File: src/tuner_bus_consts.vh
// Constants shared by the tuner serial bus master and its bit engine
`ifndef TUNER_BUS_CONSTS_VH
`define TUNER_BUS_CONSTS_VH

// ==========================================================
// Timing
`define CLK_PERIOD_NS    20
`define SCL_PERIOD_NS    2500
`define SCL_QUARTER_CYC  ((`SCL_PERIOD_NS + 4 * `CLK_PERIOD_NS - 1) / (4 * `CLK_PERIOD_NS))
`define RETRY_GAP_US     100
`define RETRY_GAP_CYC    (`RETRY_GAP_US * 1000 / `CLK_PERIOD_NS)
`define RETRY_MAX        2'h3

// ==========================================================
// Bit engine commands
`define BIT_START        2'h0
`define BIT_STOP         2'h1
`define BIT_WRITE        2'h2
`define BIT_READ         2'h3

// ==========================================================
// Transaction kinds
`define OP_WRITE         2'h0
`define OP_READ          2'h1
`define OP_FUSE          2'h2

// ==========================================================
// Slave address and register indices
`define ADDR_HIGH5       5'h18
`define FILTER_ROM_INDEX_FIELD  8'h0d
`define FILTER_ROM_READBACK_REG 8'h10

`endif

File: src/tuner_bus_master.v
// Serial bus master that writes, reads and fetches fuse columns of the tuner
// Function
// Fuse read writes column to ROM index field, then reads readback register.
// Reading fuse columns other than zero may disturb the tuner bias current.
// Bus clock never exceeds 400 kHz; the master supplies it.
// Only the master starts transfers and drives the serial clock.
// One bit per SCL cycle; nine cycles per byte including acknowledge.
// SDA moves only while SCL is low, except for START and STOP.
// Both lines are released while no transfer runs.
// START is SDA falling while SCL is high.
// STOP is SDA rising while SCL is high.
// Acknowledge holds SDA low across the ninth clock's high phase.
// Not-acknowledge leaves SDA high across the ninth clock's high phase.
// A missing acknowledge fails the transfer; the master retries later. The master retries only an address NACK, at most 3 times.
// Slave address byte is 11000, select pin level, 0, then direction.
// The bit after the seven address bits is 0 for write, 1 for read.
// Slave acknowledges its own address after START, then follows direction.
// A write sends the starting register index after the address byte.
// Data goes MSB first; each byte lands in the next register.
// A write stays open for more bytes until STOP.
// A read first writes the index, then repeated START with read address.
// Slave shifts read data MSB first from the selected index.
// Master acknowledge continues reading; not-acknowledge ends data, STOP closes.
// A slave whose address does not match stays silent until next START.
`include "tuner_bus_consts.vh"

module tuner_bus_master #(
	parameter RETRY_GAP_CYC = `RETRY_GAP_CYC
) (
	input  wire       i_clk_sys,
	input  wire       i_rst_n,
	input  wire       i_go,
	input  wire [1:0] i_op,
	input  wire [7:0] i_reg_index,
	input  wire [7:0] i_count,
	input  wire       i_slave_addr_select_pin,
	input  wire [7:0] i_wr_data,
	input  wire       i_wr_valid,
	output wire       o_wr_ready,
	output reg  [7:0] o_rd_data,
	output reg        o_rd_valid,
	output reg        o_busy,
	output reg        o_done,
	output reg        o_error,
	input  wire       i_scl,
	output wire       o_scl,
	output wire       o_scl_oe_n,
	input  wire       i_sda,
	output wire       o_sda,
	output wire       o_sda_oe_n
);

	// ==========================================================
	// States and stages
	localparam [2:0] ST_IDLE  = 3'h0;
	localparam [2:0] ST_START = 3'h1;
	localparam [2:0] ST_TX    = 3'h2;
	localparam [2:0] ST_RX    = 3'h3;
	localparam [2:0] ST_STOP  = 3'h4;
	localparam [2:0] ST_WLOAD = 3'h5;
	localparam [2:0] ST_WAIT  = 3'h6;

	localparam [2:0] SG_ADDR_W = 3'h0;
	localparam [2:0] SG_INDEX  = 3'h1;
	localparam [2:0] SG_WDATA  = 3'h2;
	localparam [2:0] SG_COLUMN = 3'h3;
	localparam [2:0] SG_ADDR_R = 3'h4;
	localparam [2:0] SG_RDATA  = 3'h5;

	localparam integer GAP_CYC  = RETRY_GAP_CYC;
	localparam [12:0]  GAP_LAST = GAP_CYC[12:0] - 13'h0001;

	reg  [2:0]  state;
	reg  [2:0]  stage;
	reg  [1:0]  op;
	reg         pass2;
	reg         sel;
	reg  [7:0]  index;
	reg  [7:0]  count;
	reg  [7:0]  shreg;
	reg  [3:0]  bitn;
	reg         pend;
	reg         cmd_valid;
	reg  [1:0]  cmd;
	reg         cmd_bit;
	reg         retry;
	reg  [1:0]  tries;
	reg  [12:0] gap;
	wire        eng_done;
	wire        eng_rx;
	wire        last_rd;

	// Address byte for the chosen strap level and direction
	function [7:0] addr_byte;
		input s;
		input rw;
		begin
			addr_byte = {`ADDR_HIGH5, s, 1'b0, rw};
		end
	endfunction

	assign o_wr_ready = (state == ST_WLOAD);
	assign last_rd    = (count <= 8'h01);

	// ==========================================================
	// Bit engine
	bus_bit_engine u_engine (
		.i_clk_sys   (i_clk_sys),
		.i_rst_n     (i_rst_n),
		.i_cmd_valid (cmd_valid),
		.i_cmd       (cmd),
		.i_bit       (cmd_bit),
		.i_scl       (i_scl),
		.i_sda       (i_sda),
		.o_done      (eng_done),
		.o_rx_bit    (eng_rx),
		.o_scl       (o_scl),
		.o_scl_oe_n  (o_scl_oe_n),
		.o_sda       (o_sda),
		.o_sda_oe_n  (o_sda_oe_n)
	);

	// ==========================================================
	// Byte and transaction sequencer
	always @(posedge i_clk_sys or negedge i_rst_n) begin
		if (!i_rst_n) begin
			state      <= ST_IDLE;
			stage      <= SG_ADDR_W;
			op         <= `OP_WRITE;
			pass2      <= 1'b0;
			sel        <= 1'b0;
			index      <= 8'h00;
			count      <= 8'h00;
			shreg      <= 8'h00;
			bitn       <= 4'h0;
			pend       <= 1'b0;
			cmd_valid  <= 1'b0;
			cmd        <= `BIT_STOP;
			cmd_bit    <= 1'b1;
			retry      <= 1'b0;
			tries      <= 2'h0;
			gap        <= 13'h0000;
			o_rd_data  <= 8'h00;
			o_rd_valid <= 1'b0;
			o_busy     <= 1'b0;
			o_done     <= 1'b0;
			o_error    <= 1'b0;
		end else begin
			cmd_valid  <= 1'b0;
			o_rd_valid <= 1'b0;
			o_done     <= 1'b0;
			case (state)
				ST_IDLE: begin
					if (i_go) begin
						op      <= i_op;
						index   <= i_reg_index;
						sel     <= i_slave_addr_select_pin;
						count   <= (i_op == `OP_FUSE || (i_op == `OP_READ && i_count == 8'h00)) ? 8'h01 : i_count;
						pass2   <= 1'b0;
						stage   <= SG_ADDR_W;
						tries   <= 2'h0;
						retry   <= 1'b0;
						o_error <= 1'b0;
						o_busy  <= 1'b1;
						state   <= ST_START;
					end
				end
				ST_START: begin
					if (!pend) begin
						cmd_valid <= 1'b1;
						pend      <= 1'b1;
						cmd       <= `BIT_START;
					end else if (eng_done) begin
						pend  <= 1'b0;
						shreg <= addr_byte(sel, stage == SG_ADDR_R);
						bitn  <= 4'h0;
						state <= ST_TX;
					end
				end
				ST_TX: begin
					if (!pend) begin
						cmd_valid <= 1'b1;
						pend      <= 1'b1;
						cmd       <= (bitn == 4'h8) ? `BIT_READ : `BIT_WRITE;
						cmd_bit   <= shreg[7];
					end else if (eng_done) begin
						pend <= 1'b0;
						if (bitn != 4'h8) begin
							shreg <= {shreg[6:0], 1'b0};
							bitn  <= bitn + 4'h1;
						end else if (eng_rx) begin
							state <= ST_STOP;
							if ((stage == SG_ADDR_W || stage == SG_ADDR_R) && tries != `RETRY_MAX) begin
								retry <= 1'b1;
								tries <= tries + 2'h1;
							end else begin
								o_error <= 1'b1;
							end
						end else begin
							bitn <= 4'h0;
							case (stage)
								SG_ADDR_W: begin
									stage <= SG_INDEX;
									if (op == `OP_FUSE) begin
										shreg <= pass2 ? `FILTER_ROM_READBACK_REG : `FILTER_ROM_INDEX_FIELD;
									end else begin
										shreg <= index;
									end
								end
								SG_INDEX: begin
									if (op == `OP_WRITE) begin
										state <= (count == 8'h00) ? ST_STOP : ST_WLOAD;
									end else if (op == `OP_FUSE && !pass2) begin
										stage <= SG_COLUMN;
										shreg <= index;
									end else begin
										stage <= SG_ADDR_R;
										state <= ST_START;
									end
								end
								SG_WDATA: begin
									count <= count - 8'h01;
									state <= (count == 8'h01) ? ST_STOP : ST_WLOAD;
								end
								SG_ADDR_R: begin
									stage <= SG_RDATA;
									state <= ST_RX;
								end
								default: begin
									state <= ST_STOP;
								end
							endcase
						end
					end
				end
				ST_WLOAD: begin
					if (i_wr_valid) begin
						shreg <= i_wr_data;
						bitn  <= 4'h0;
						stage <= SG_WDATA;
						state <= ST_TX;
					end
				end
				ST_RX: begin
					if (!pend) begin
						cmd_valid <= 1'b1;
						pend      <= 1'b1;
						cmd       <= (bitn == 4'h8) ? `BIT_WRITE : `BIT_READ;
						cmd_bit   <= last_rd;
					end else if (eng_done) begin
						pend <= 1'b0;
						if (bitn != 4'h8) begin
							shreg <= {shreg[6:0], eng_rx};
							bitn  <= bitn + 4'h1;
							if (bitn == 4'h7) begin
								o_rd_data  <= {shreg[6:0], eng_rx};
								o_rd_valid <= 1'b1;
							end
						end else if (last_rd) begin
							state <= ST_STOP;
						end else begin
							count <= count - 8'h01;
							bitn  <= 4'h0;
						end
					end
				end
				ST_STOP: begin
					if (!pend) begin
						cmd_valid <= 1'b1;
						pend      <= 1'b1;
						cmd       <= `BIT_STOP;
					end else if (eng_done) begin
						pend <= 1'b0;
						if (retry) begin
							retry <= 1'b0;
							gap   <= 13'h0000;
							state <= ST_WAIT;
						end else if (op == `OP_FUSE && !pass2 && !o_error) begin
							pass2 <= 1'b1;
							stage <= SG_ADDR_W;
							state <= ST_START;
						end else begin
							o_busy <= 1'b0;
							o_done <= 1'b1;
							state  <= ST_IDLE;
						end
					end
				end
				ST_WAIT: begin
					if (gap == GAP_LAST) begin
						stage <= SG_ADDR_W;
						state <= ST_START;
					end else begin
						gap <= gap + 13'h0001;
					end
				end
				default: begin
					state <= ST_IDLE;
				end
			endcase
		end
	end

endmodule

File: src/bus_bit_engine.v
// Bit level engine: START, STOP, one written bit or one read bit on SCL/SDA
`include "tuner_bus_consts.vh"

module bus_bit_engine (
	input  wire       i_clk_sys,
	input  wire       i_rst_n,
	input  wire       i_cmd_valid,
	input  wire [1:0] i_cmd,
	input  wire       i_bit,
	input  wire       i_scl,
	input  wire       i_sda,
	output reg        o_done,
	output reg        o_rx_bit,
	output wire       o_scl,
	output reg        o_scl_oe_n,
	output wire       o_sda,
	output reg        o_sda_oe_n
);

	localparam integer QUARTER_CYC  = `SCL_QUARTER_CYC;
	localparam [5:0]   QUARTER_LAST = QUARTER_CYC[5:0] - 6'h01;

	reg       scl_meta;
	reg       scl_s;
	reg       sda_meta;
	reg       sda_s;
	reg       run;
	reg [1:0] cmd;
	reg       tx_bit;
	reg [1:0] phase;
	reg [5:0] tick;
	wire [1:0] pull;

	// Returns {sda_low, scl_low} for a command in a quarter of the bit
	function [1:0] pull_low;
		input [1:0] c;
		input [1:0] ph;
		input       b;
		reg         scl_lo;
		begin
			scl_lo = (ph == 2'h0) || (ph == 2'h3);
			case (c)
				`BIT_START: pull_low = {ph[1], scl_lo};
				`BIT_STOP:  pull_low = {ph != 2'h3, ph == 2'h0};
				`BIT_WRITE: pull_low = {~b, scl_lo};
				default:    pull_low = {1'b0, scl_lo};
			endcase
		end
	endfunction

	assign pull = pull_low(cmd, phase, tx_bit);
	assign o_scl = 1'b0;
	assign o_sda = 1'b0;

	// ==========================================================
	// Input synchronisers
	always @(posedge i_clk_sys or negedge i_rst_n) begin
		if (!i_rst_n) begin
			scl_meta <= 1'b1;
			scl_s    <= 1'b1;
			sda_meta <= 1'b1;
			sda_s    <= 1'b1;
		end else begin
			scl_meta <= i_scl;
			scl_s    <= scl_meta;
			sda_meta <= i_sda;
			sda_s    <= sda_meta;
		end
	end

	// ==========================================================
	// Quarter sequencer
	always @(posedge i_clk_sys or negedge i_rst_n) begin
		if (!i_rst_n) begin
			run        <= 1'b0;
			cmd        <= `BIT_STOP;
			tx_bit     <= 1'b1;
			phase      <= 2'h0;
			tick       <= 6'h00;
			o_done     <= 1'b0;
			o_rx_bit   <= 1'b1;
			o_scl_oe_n <= 1'b1;
			o_sda_oe_n <= 1'b1;
		end else begin
			o_done <= 1'b0;
			if (!run) begin
				if (i_cmd_valid) begin
					run    <= 1'b1;
					cmd    <= i_cmd;
					tx_bit <= i_bit;
					phase  <= 2'h0;
					tick   <= 6'h00;
				end
			end else begin
				o_sda_oe_n <= ~pull[1];
				o_scl_oe_n <= ~pull[0];
				if (tick != QUARTER_LAST) begin
					tick <= tick + 6'h01;
				end else if (phase == 2'h1 && !scl_s) begin
					tick <= tick;
				end else begin
					tick  <= 6'h00;
					phase <= phase + 2'h1;
					if (phase == 2'h2) begin
						o_rx_bit <= sda_s;
					end
					if (phase == 2'h3) begin
						run    <= 1'b0;
						o_done <= 1'b1;
					end
				end
			end
		end
	end

endmodule

File: config.mk
export PLATFORM = sky130hd
export DESIGN_NAME = tuner_bus_master
export DESIGN_NICKNAME = d
export VERILOG_FILES = /design/src/tuner_bus_master.v /design/src/bus_bit_engine.v
export VERILOG_INCLUDE_DIRS = /design/src /design/src/src
export SDC_FILE = /design/constraint.sdc
export NUM_CORES = 1
export LEC_CHECK = 0
export ABC_AREA = 1
export BUFFER_PORTS_ARGS = -buffer_cell sky130_fd_sc_hd__buf_2
export CAP_MARGIN = 25
export CORE_ASPECT_RATIO = 1.5
export CORE_UTILIZATION = 35
export CTS_CLUSTER_SIZE = 16
export DETAILED_ROUTE_END_ITERATION = 8
export PLACE_DENSITY = 0.49
export REMOVE_ABC_BUFFERS = 1
export SLEW_MARGIN = 40
export SYNTH_ARGS = -nofsm -noshare
export SYNTH_HDL_FRONTEND = slang
export SYNTH_SLANG_ARGS = --single-unit
File: constraint.sdc
create_clock -name i_clk_sys -period 1.85 [get_ports i_clk_sys]
set_input_delay 0.2775 -clock i_clk_sys [delete_from_list [all_inputs] [get_ports i_clk_sys]]
set_output_delay 0.2775 -clock i_clk_sys [all_outputs]
set_load 0.02 [all_outputs]
**Word-level counts from Yosys, hierarchy flattened**

Index checks and enable logic that the tools add are counted.

- Output and inout bits: 17
- Bits of input ports: 33
- Register bits after elaboration: 91

- Reduce and logical (&&, ||, !) cells: 48
- $add $sub $neg: 6
- Order comparisons: 1
- Equality and inequality tests: 67
- Bitwise operators: 6
- Mux-type cells: 157

Operators by type and width:

| cell | count |
|---|---|
| two-way mux 8 bit | 24 |
| two-way mux 3 bit | 30 |
| inequality test 2 bit, second input constant | 28 |
| two-way mux 1 bit | 52 |
| two-way mux 13 bit | 4 |
| two-way mux 4 bit | 11 |
| case mux 8 bit (4 select lines) | 1 |
| two-way mux 2 bit | 14 |
| case mux 13 bit (2 select lines) | 1 |
| two-way mux 6 bit | 4 |
| case mux 8 bit (3 select lines) | 1 |
| case mux 3 bit (7 select lines) | 1 |
| inequality test 4 bit, second input constant | 5 |
| logical NOT 8 bit | 2 |
| case mux 4 bit (4 select lines) | 1 |
| case mux 8 bit (2 select lines) | 1 |
| AND reduction 16 bit | 1 |
| case mux 3 bit (5 select lines) | 1 |
| AND reduction 5 bit | 3 |
| AND reduction 14 bit | 1 |
| AND reduction 7 bit | 2 |
| adder 13 x 1 -> 13 bit, second input constant | 1 |
| == test 13 bit, second input constant | 1 |
| AND reduction 13 bit | 1 |
| 44 further kinds | 94 |

**Logic depth before layout (Yosys ltp)**

- Depth after elaboration: 10
- Depth in mapped cells: 12
- Gate-level depth less buffers: 12

**Cells and area by module**

A second synthesis with hierarchy kept.

- Cells, all modules: 726
- Area, all modules: 5301.3 um^2

By module, submodules not included:

| module | area each (um^2) | cells an instance | sequential area each (um^2) | times used |
|---|---|---|---|---|
| tuner_bus_master | 4305.4 | 616 | 1779.2 | 1 |
| bus_bit_engine | 996.0 | 110 | 511.7 | 1 |

**Worst setup path before layout**

Ideal clock, no wire load.

- Path type: register -> register
- Start: reg bitn[0]
- End: reg count[0]
- Setup slack: 0.203 ns
- Buffers on the path: 0
- Clock period less this slack: 1.647 ns
- Data required time: 1.729 ns
- Cell stages (with the launch flop): 10
- Arrival: 1.526 ns
- Cells stage by stage: dfrtp_1 -> inv_1 -> ha_1 -> nand2_1 -> nor2_1 -> nand2_1 -> o21ai_0 -> nand3_4 -> nand2_1 -> o21ai_1

- Longest elaborated chain between the ends: 3

Ends and longest elaborated chain:

| element | line | RTL |
|---|---|---|
| start, declared | tuner_bus_master.v:81 | `reg [3:0] bitn;` |
| start signal, assigned | tuner_bus_master.v:190 | `bitn <= bitn + 4'h1;` |
| start signal, assigned | tuner_bus_master.v:254 | `bitn <= bitn + 4'h1;` |
| inequality test 4 bit (*) | tuner_bus_master.v:188, tuner_bus_master.v:252 |  |
| inequality test 2 bit (no line) | n/a |  |
| AND reduction 11 bit (no line) (*) | n/a |  |
| end signal, assigned | tuner_bus_master.v:158 | `` count <= (i_op == `OP_FUSE \|\| (i_op == `OP_READ && i_count == 8'h00)) ? 8'h01 : i_count; `` |
| end signal, assigned | tuner_bus_master.v:222 | `count <= count - 8'h01;` |
| end signal, assigned | tuner_bus_master.v:262 | `count <= count - 8'h01;` |
| end, declared | tuner_bus_master.v:79 | `reg [7:0] count;` |

Mark *: on every way between the ends. The rest lies on a longest branch, timed or not.
A chain may end at the register's enable or synchronous reset.

**Worst setup path in the final report**

- Start: reg bitn[0]
- End: reg state[2]

- Longest elaborated chain between the ends: 3

Ends and longest elaborated chain:

| element | line | RTL |
|---|---|---|
| inequality test 4 bit (*) | tuner_bus_master.v:188, tuner_bus_master.v:252 |  |
| inequality test 2 bit (no line) | n/a |  |
| AND reduction 16 bit (no line) (*) | n/a |  |
| end signal, assigned | tuner_bus_master.v:212 | `state <= (count == 8'h00) ? ST_STOP : ST_WLOAD;` |
| end signal, assigned | tuner_bus_master.v:223 | `state <= (count == 8'h01) ? ST_STOP : ST_WLOAD;` |
| end, declared | tuner_bus_master.v:73 | `reg [2:0] state;` |

Marks and branches as above.

==> impl_metrics.env <==
export IMPL_place_ws_ps=-4.78
export IMPL_htreeDepth=3
export IMPL_setup_ws_ps=68.2
export IMPL_synth_area_leaders="dfrtp_1 (38%), nand2_1 (17%), inv_1 (6.4%)"
export IMPL_io_buffer_count=47
export IMPL_place_hpwl_mm=10.3
export IMPL_start_kind="register"
export IMPL_synthArstFlopShare_pct=100
export IMPL_ys_ff_latch=91
export IMPL_syn_area_per_cell_sq_um=7.26
export IMPL_grt_pass1_wl_mm=22.9
export IMPL_grt_max_degree=46
export IMPL_maxCapViolCount=0
export IMPL_stdcell_count=1006
export IMPL_postRouteAntennaNets=0
export IMPL_clock_sinks=91
export IMPL_yosysWarningCount=0
export IMPL_post_dp_cell_area_sq_mm=0.00586
export IMPL_cp_arrival_ps=2070
export IMPL_synth_area_leader_cell="dfrtp_1"
export IMPL_fin_crit_ps=1780
export IMPL_crit_type="register to register"
export IMPL_yosysSeqAreaShare_pct=43.7
export IMPL_die_area_sq_mm=0.0155
export IMPL_netlist_area_sq_mm=0.00524
export IMPL_fin_crit_sh_pct=96.3
export IMPL_ys_types=41
export IMPL_run_status="finished clean"
export IMPL_die_y_microns=152
export IMPL_drt_pass1_iterations=6
export IMPL_path_max_fanout=4
export IMPL_p_leak_uw=0.00321
export IMPL_fp_dieW_microns=102
export IMPL_ys_top_cells_by_count="nand2_1 (237), inv_1 (89), dfrtp_1 (80)"
export IMPL_fmax_mhz=561
export IMPL_synth_cells=722
export IMPL_cpPeakStageDelay_ps=380
export IMPL_cts_tree="built"
export IMPL_clock_latency_ps=350
export IMPL_clock_skew_ps=8.67
export IMPL_initial_core_util_pct=35.9
export IMPL_p_per_area_mw_per_mm2=1480
export IMPL_crit_chain="inv_1 -> ha_1 -> nand3_1 -> nand2_1 -> nand3_1 -> a21oi_1 -> nand2_1 -> nor2_2 -> nand2_1 -> nand2_1"
export IMPL_core_area_sq_mm=0.0146
export IMPL_grt_antenna_before_repair=0
export IMPL_diodes=0
export IMPL_wl_per_cell_microns=13.4
export IMPL_nets=850
export IMPL_ir_drop_v=0.000621
export IMPL_cts_buffer_depth=2
export IMPL_route_vias_total=4872
export IMPL_critPathTopFamily="simple AND/OR/NAND/NOR gates"
export IMPL_num_fill_cells=1534
export IMPL_drcViolationCount=0
export IMPL_grt_pass1_vias=4846
export IMPL_area_delta_synth_final_pct=20.2
export IMPL_place_inst=981
export IMPL_path_depth=10
export IMPL_gr_total_overflow=0
export IMPL_reg2regPathDepth=10
export IMPL_crit_buf_inv=1
export IMPL_yosys_area_top_type_share_pct=38.2
export IMPL_drtIter0Drc=250
export IMPL_synth_edf_count=0
export IMPL_hp_class="primary input to register"
export IMPL_setup_viol=0
export IMPL_clk_pin_slew_ps=70
export IMPL_gp_congestion=0.873
export IMPL_slowest_stage="dfrtp_1"
export IMPL_synth_most_common_cell="nand2_1"
export IMPL_crit_top_cell="nand2_1"
export IMPL_final_util_pct=43.2
export IMPL_design_area_sq_mm=0.00630
export IMPL_slew_viol_final=0
export IMPL_holdWs_ps=122
export IMPL_grt_usage_pct=18.8
export IMPL_vias_per_cell=4.84
export IMPL_hold_depth=3
export IMPL_drive_gt1_share_pct=18.5
export IMPL_drt_wl_total_mm=13.5
export IMPL_numCtsBuffers=9
export IMPL_endpoint_kind="register"
export IMPL_worstPathRequired_ps=2140
export IMPL_hold_viol_final=0
export IMPL_synth_ff_type="dfrtp_1"
export IMPL_cts_root_buf="clkbuf_16"
export IMPL_ioPinCount=50
export IMPL_placementRows=54
per-layer routing:
metal,GRT usage [%],share of wire [%],vias up
met1,22.8,43,2276
li1,-,-,2478
met2,33.1,53,96
met3,3.08,3.0,22
met4,6.19,1.7,0
met5,0,0,-
repair_timing:
action,in CTS,in global routing
buffers inserted,0,6
pin swaps,0,3
gates cloned,0,0
hold buffers,2,1
hold endpoints to repair,17,1
endpoints found under the setup margin,9,38
gates resized for setup,3,17
path summary, 6_finish.rpt:
check                             startpoint  slack (ps)              to
min reg2reg                u_engine.scl_meta         360  u_engine.scl_s
min                           i_reg_index[7]         120        index[7]
max in group asynchronous            i_rst_n         920         cmd_bit
min in group asynchronous            i_rst_n         350         gap[10]
max reg2reg                          bitn[0]          70        state[2]
max                                  bitn[0]          70        state[2]
worst reg2reg max path: cells and delay by family, from the launching register on:
family          cells  cell delay [ps]
simple gates        7              860
fa+ha+maj           1              180
flops               1              380
compound gates      1              220
buf+inv             1               90
layout make-up:
type / count / area [sq um] / share of cell area [%]
clock buffer: 9 / 225 / 3.58
clock inverter: 7 / 92.6 / 1.47
inverter: 95 / 364 / 5.78
multi-input combinational: 523 / 2530 / 40.2
sequential: 91 / 2290 / 36.4
tap: 196 / 245 / 3.89
timing repair buffer: 85 / 543 / 8.62
logic make-up after synthesis:
family | Yosys count | share of synthesized area, %
adders and majority gates | 12 | 2.87
buffers and inverters | 109 | 8.72
DFF | 91 | 43.7
xor gates and xnor gates | 9 | 1.50
other | 1 | 0.0716
AOI/OAI and AO/OA | 99 | 10.3
and+or+nand+nor | 401 | 32.8
placed cells by master (no fill, tap or decap), drive strengths merged, types with 2 or more instances in the layout:
master	instances
a21oi	17
a31oi	3
buf	81
clkbuf	10
clkinv	4
conb	2
dfrtp	80
dfstp	11
dlygate4sd3	3
ha	12
inv	97
nand2	241
nand3	67
nand4	11
nor2	71
nor3	7
o211ai	3
o21ai	62
o22ai	6
o311ai	2
or2	2
xnor2	3
xor2	6
sequential cells by signal, indices dropped and copies added, names as in the netlist, 2 cells and up:
signal / count
bitn: 4
cmd: 2
count: 8
gap: 13
index: 8
o_rd_data: 8
op: 2
shreg: 8
stage: 3
state: 3
tries: 2
u_engine.cmd: 2
u_engine.phase: 2
u_engine.tick: 6
power breakdown:
group	total, uW	switching (uW)	leakage (uW)	internal [uW]
Sequential	3170	501	0.00116	2670
Combinational	4190	2680	0.00190	1510
Clock	1970	883	0.000155	1080
metrics by stage:
stage	setup TNS, ps	total power [uW]
6_report	0	9320
5_1_grt	-55.3	10200
4_1_cts	-28.2	9270
3_5_place_dp	-5.01	7230
3_3_place_gp	0	7150
2_1_floorplan	-234	5880
(Power assumes the default switching activity.)
